### config.mk
export PLATFORM = sky130hd
export DESIGN_NAME = pfr_regs
export DESIGN_NICKNAME = d
export VERILOG_FILES = /design/src/pfr_pkg.sv /design/src/pfr_regs.sv
export SDC_FILE = /design/constraint.sdc
export NUM_CORES = 1
export LEC_CHECK = 0
export ABC_AREA = 1
export BUFFER_PORTS_ARGS = -buffer_cell sky130_fd_sc_hd__buf_2
export CORE_MARGIN = 3
export CORE_UTILIZATION = 49
export DETAILED_ROUTE_END_ITERATION = 16
export MAX_ROUTING_LAYER = met4
export PLACE_DENSITY_LB_ADDON = 0.12
export SLEW_MARGIN = 10
export SYNTH_ARGS = -nofsm -noshare
export SYNTH_HDL_FRONTEND = slang
export SYNTH_SLANG_ARGS = --single-unit
### constraint.sdc
create_clock -name clock -period 1.35 [get_ports clock]
set_clock_uncertainty 0.2 [all_clocks]
set_input_delay 0.2025 -clock clock [delete_from_list [all_inputs] [get_ports clock]]
set_output_delay 0.2025 -clock clock [all_outputs]
set_load 0.01 [all_outputs]
### src/pfr_pkg.sv
// Package for the programmable CPU frequency register block.
// Assumes a byte-wide register port driven by a serial bus front end.
package pfr_pkg;
    // ---------------------------------------------------------------
    // Register offsets
    // ---------------------------------------------------------------
    localparam logic [7:0] OFS_N_VALUE = 8'h0D;
    localparam logic [7:0] OFS_M_VALUE = 8'h0E;
    localparam logic [7:0] OFS_VENDOR_TEST = 8'h0F;
    localparam logic [7:0] OFS_SPARE = 8'h10;
    // ---------------------------------------------------------------
    // Fields and reset values
    // ---------------------------------------------------------------
    localparam int EN_BIT = 7;
    localparam logic [7:0] RST_N_VALUE = 8'h00;
    localparam logic [6:0] RST_M_VALUE = 7'h00;
    localparam logic RST_ENABLE = 1'b0;
    localparam logic [2:0] RST_VENDOR_TEST = 3'h3;
    localparam logic [4:0] RST_SEL = 5'h00;
    localparam logic [4:0] RST_STRAP = 5'h00;
    localparam logic [7:0] READ_ZERO = 8'h00;
    // Supported programmed CPU window, MHz (host's duty)
    localparam int FREQ_MIN_MHZ = 50;
    localparam int FREQ_MAX_MHZ = 248;
    typedef enum {PFR_IDLE, PFR_LOAD} pfr_state_t;
endpackage

### src/pfr_regs.sv
// Programmable CPU frequency control bytes and source selection.
// Assumes the serial bus front end presents single-cycle byte writes and
// reads, and that strap pins are stable around the release of reset.
// Notes on behaviour
// - enable set means CPU frequency comes from N and M values.
// - writing M starts loading a new frequency; N alone does not.
// - override clear selects ratio from straps latched after each reset.
// - override set selects ratio from software select code.
// - enable is M byte bit 7; enable, N and M reset to zero.
// - disabled mode picks operating frequency from straps or select code.
// - enabled mode uses N, M and gear chosen by the selected code.
`timescale 1ns/1ps
`default_nettype none
module pfr_regs (
    input wire logic clock,
    input wire logic reset,
    input wire logic wr_en,
    input wire logic rd_en,
    input wire logic [7:0] addr,
    input wire logic [7:0] wr_data,
    output logic [7:0] rd_data,
    input wire logic [4:0] strap_pins,
    input wire logic strap_code_override,
    input wire logic [4:0] sw_sel_code,
    output logic prog_freq_enable,
    output logic [7:0] cpu_n_field,
    output logic [6:0] cpu_m_field,
    output logic [4:0] active_sel_code,
    output logic freq_load,
    output logic [4:0] latched_strap_code,
    output logic [2:0] vendor_test_bits
);
    typedef struct packed {
        pfr_pkg::pfr_state_t state;
        logic strap_taken;
        logic [4:0] strap;
        logic [7:0] n;
        logic [6:0] m;
        logic en;
        logic [2:0] vtest;
        logic [4:0] sel;
        logic load;
        logic [7:0] rdata;
    } pfr_regs_t;

    pfr_regs_t s_q;
    pfr_regs_t s_d;

    always_comb begin
        s_d = s_q;
        s_d.load = 1'b0;
        s_d.state = pfr_pkg::PFR_IDLE;
        // ---------------------------------------------------------------
        // Strap capture
        // ---------------------------------------------------------------
        // Taken on the first clock after reset; later pin changes ignored
        if (!s_q.strap_taken) begin
            s_d.strap = strap_pins;
            s_d.strap_taken = 1'b1;
        end
        // ---------------------------------------------------------------
        // Register writes
        // ---------------------------------------------------------------
        if (wr_en) begin
            case (addr)
                pfr_pkg::OFS_N_VALUE: begin
                    s_d.n = wr_data;
                end
                pfr_pkg::OFS_M_VALUE: begin
                    s_d.m = wr_data[6:0];
                    s_d.en = wr_data[pfr_pkg::EN_BIT];
                    s_d.load = 1'b1;
                    s_d.state = pfr_pkg::PFR_LOAD;
                end
                pfr_pkg::OFS_VENDOR_TEST: begin
                    // Bits 2:0 stored as written; the host owns the test values
                    s_d.vtest = wr_data[2:0];
                end
                default: begin
                end
            endcase
        end
        // ---------------------------------------------------------------
        // Source selection
        // ---------------------------------------------------------------
        if (strap_code_override) begin
            s_d.sel = sw_sel_code;
        end else begin
            s_d.sel = s_d.strap;
        end
        // ---------------------------------------------------------------
        // Read data
        // ---------------------------------------------------------------
        s_d.rdata = s_q.rdata;
        if (rd_en) begin
            case (addr)
                pfr_pkg::OFS_N_VALUE: s_d.rdata = s_q.n;
                pfr_pkg::OFS_M_VALUE: s_d.rdata = {s_q.en, s_q.m};
                pfr_pkg::OFS_VENDOR_TEST: s_d.rdata = {5'h00, s_q.vtest};
                default: s_d.rdata = pfr_pkg::READ_ZERO;
            endcase
        end
        if (reset) begin
            s_d.state = pfr_pkg::PFR_IDLE;
            s_d.strap_taken = 1'b0;
            s_d.strap = pfr_pkg::RST_STRAP;
            s_d.n = pfr_pkg::RST_N_VALUE;
            s_d.m = pfr_pkg::RST_M_VALUE;
            s_d.en = pfr_pkg::RST_ENABLE;
            s_d.vtest = pfr_pkg::RST_VENDOR_TEST;
            s_d.sel = pfr_pkg::RST_SEL;
            s_d.load = 1'b0;
            s_d.rdata = pfr_pkg::READ_ZERO;
        end
    end

    always_ff @(posedge clock) begin
        s_q <= s_d;
    end

    assign rd_data = s_q.rdata;
    assign prog_freq_enable = s_q.en;
    assign cpu_n_field = s_q.n;
    assign cpu_m_field = s_q.m;
    assign active_sel_code = s_q.sel;
    assign freq_load = s_q.load;
    assign latched_strap_code = s_q.strap;
    assign vendor_test_bits = s_q.vtest;
endmodule
`default_nettype wire

==> out/results.ini <==
[clocking]
ctsHtreeMaxLevel = 2
cts-root-buf = clkbuf_8
clk_latency_ns = 0.28
cts_buffers = 5
clk_transition_reported_paths_ns = 0.07
cts_tree = done
cts.sinks = 39
clk_path_buf_depth = 2
post_cts.repair.setup_buffers = 0

[grt]
grt_max_degree = 25
grt_pass1_wl_mm = 6.18
grt.total_usage_pct = 18.2
grt-ovfl-total = 0
grt_pass1_vias = 1383
antenna_found_initial = 0

[synth]
syn_nets = 273
avgSynthCellArea_um2 = 7.91
yosysWarnings = 0
synth.distinct_cells = 23
synth_seq_cells = 39
ys_seq_area_share_pct = 40.8
syn_inst = 242
mappedNetlistArea_um2 = 1910

[final_layout]
num-fill-cells = 383
layout.nets = 319
final_cells = 336
final_layout_size_suffix_gt1_share_pct = 34.7
synthToLayoutAreaGrowth_pct = 17.4
antenna_cells = 0

[detailed_routing]
dr.max_layer_used = met4
vias_per_cell = 4.63
route.detailed.drc = 0
drt_iter0_markers = 80
wl_mm = 3.84
wl_met2_mm = 1.80
ant_nets = 0
drt-met1-wl_mm = 1.71
wire_per_inst_um = 11.4
wl_met3_um = 287
first_pass_iters = 4
vias = 1556

[placed_design]
place_congestion = 0.774
dp_hpwl_mm = 2.84
io_buffers = 68
dp.cells = 320

[min_path]
hold_path_class = input pin to register

[floorplan]
core_area_um2 = 3720
start_util_pct = 51.5
die_height_um = 68.5
rows = 22
chipWidth_um = 68.5
die_area_um2 = 4690
io_pins = 69

[power]
power_density_nw_per_um2 = 969
peakVddDrop_mv = 0.420
p_leak_nw = 1.07

[setup_path]
worstSetupPathType = input pin to register
start_kind = input pin
path_max_fanout = 2
crit_arrival_ns = 1.23
critical_path_required_ns = 1.34
end_kind = register

[sta]
finalCriticalPeriod_ns = 1.24
whs_ns = 0.000433
fin_crit_sh_pct = 92.2
grt_setup_unrepaired = false
hold_viol = 0
fmax_mhz = 803
setup_viol = 0
tightest_slew_ns = 0.193
slew_headroom_pct = 86.8
slew_viol_final = 0

[status]
outcome = completed

[job]
drv_cap = 0

[worst max-delay path: stages]
cell           delay [ns]
dlygate4sd3_1        0.54
buf_2                0.12
mux2i_1              0.16
o21ai_0              0.10
nand2_1              0.06
inv_1                0.03
[state kept, by name, summed over array words and instances (netlist names)]
name / flops
active_sel_code: 5
prog_freq_enable: 1
vendor_test_bits: 3
cpu_n_field: 8
cpu_m_field: 7
freq_load: 1
latched_strap_code: 5
s_q: 1
rd_data: 8
[per-stage QoR]
step           setup TNS [ns]  total power, mW  cell area (um2)  util [%]  setup slack (ns)
2_1_floorplan               0             1.34             1910         -             0.116
3_3_place_gp           -0.464             1.41             2070      55.7            -0.103
3_5_place_dp           -0.820             1.41             2070      55.7            -0.137
4_1_cts                     0             2.20             2250      60.4            0.0830
5_1_grt                     0             2.27             2250      60.5            0.0231
6_report                    0             2.18             2250      60.5             0.105
[timing repair]
action | CTS | global route
endpoints found under the hold margin | 9 | 0
gates resized for setup | 0 | 1
setup endpoints to repair | 0 | 4
hold buffers | 9 | 0
[metal layers]
| metal | global-route usage, % | vias to the layer above |
|---|---|---|
| met5 | - | - |
| met4 | 7.44 | 0 |
| met2 | 28.5 | 50 |
| met3 | 3.57 | 4 |
| met1 | 23.1 | 678 |
| li1 | - | 824 |
[cell usage in the layout, fill, tap and decap left out]
cell            n
nand3_1        20
a21oi_2         5
nor2_2          1
clkinv_1        1
nand2_1        36
clkbuf_8        6
a21oi_1        20
inv_2           2
nor2_4          2
buf_12          2
dfxtp_1        38
nand2_4         1
buf_4           6
nand3_4         2
nand2_2         2
o21ai_1         8
clkinv_2        1
dlygate4sd3_1   9
dfxtp_2         1
buf_2          68
nor2_1          6
nor2_8          1
inv_1          27
mux2i_1         5
o21ai_0        18
[power breakdown]
group          internal, mW  switching, mW  leakage [nW]
combinational         0.106          0.117         0.706
clock                 0.400          0.371        0.0470
sequential             1.17         0.0103         0.317
[cell type report]
| cell class | count | area, um2 | share of cell area, % |
|---|---|---|---|
| Clock buffer | 6 | 82.6 | 3.67 |
| Clock inverter | 1 | 5.00 | 0.223 |
| Timing Repair Buffer | 85 | 515 | 22.9 |
| Inverter | 30 | 113 | 5.01 |
| Multi-Input combinational cell | 127 | 689 | 30.7 |
| Sequential cell | 39 | 782 | 34.8 |
| Tap cell | 48 | 60.1 | 2.67 |
[path summary, 6_finish.rpt]
check             cells after the start                    start  slack, ns                            end
setup reg to reg                      4       s_q[38]$_SDFF_PP0_       0.18  active_sel_code[3]$_SDFF_PP0_
hold reg to reg                       2  rd_data[1]$_SDFFE_PP0P_       0.26        rd_data[1]$_SDFFE_PP0P_
setup / recovery                      6            strap_pins[4]       0.11  active_sel_code[4]$_SDFF_PP0_
hold / removal                        3               wr_data[7]     0.0004    cpu_n_field[7]$_SDFFE_PP0P_
[cell families (layout without fill, tap and decap cells)]
| kind of cell | after synthesis | after routing | share of synthesized area, % |
|---|---|---|---|
| DFF | 39 | 39 | 40.8 |
| buffers and inverters | 76 | 122 | 23.2 |
| and+or+nand+nor | 71 | 71 | 19.1 |
| muxes | 5 | 5 | 2.61 |
| AOI/OAI and AO/OA | 51 | 51 | 14.3 |
[synth_stat cells]
library cell   n  area [um2]
a21oi_1       20         100
o21ai_1        8        40.0
nand2_1       36         135
buf_4         37         278
nor2_8         1        20.0
buf_1          1        3.75
a21oi_2        5        43.8
buf_2          4        20.0
nand2_2        2        12.5
inv_2          2        7.51
clkinv_1       1        3.75
nor2_2         1        6.26
nand2_4        1        11.3
nand3_1       20         100
dfxtp_1       39         781
mux2i_1        5        50.1
nor2_1         6        22.5
clkbuf_1       2        7.51
nand3_4        2        35.0
o21ai_0       18        90.1
inv_1         27         101
buf_6          2        22.5
nor2_4         2        22.5
Note: power is estimated with default switching activity, not from simulation.
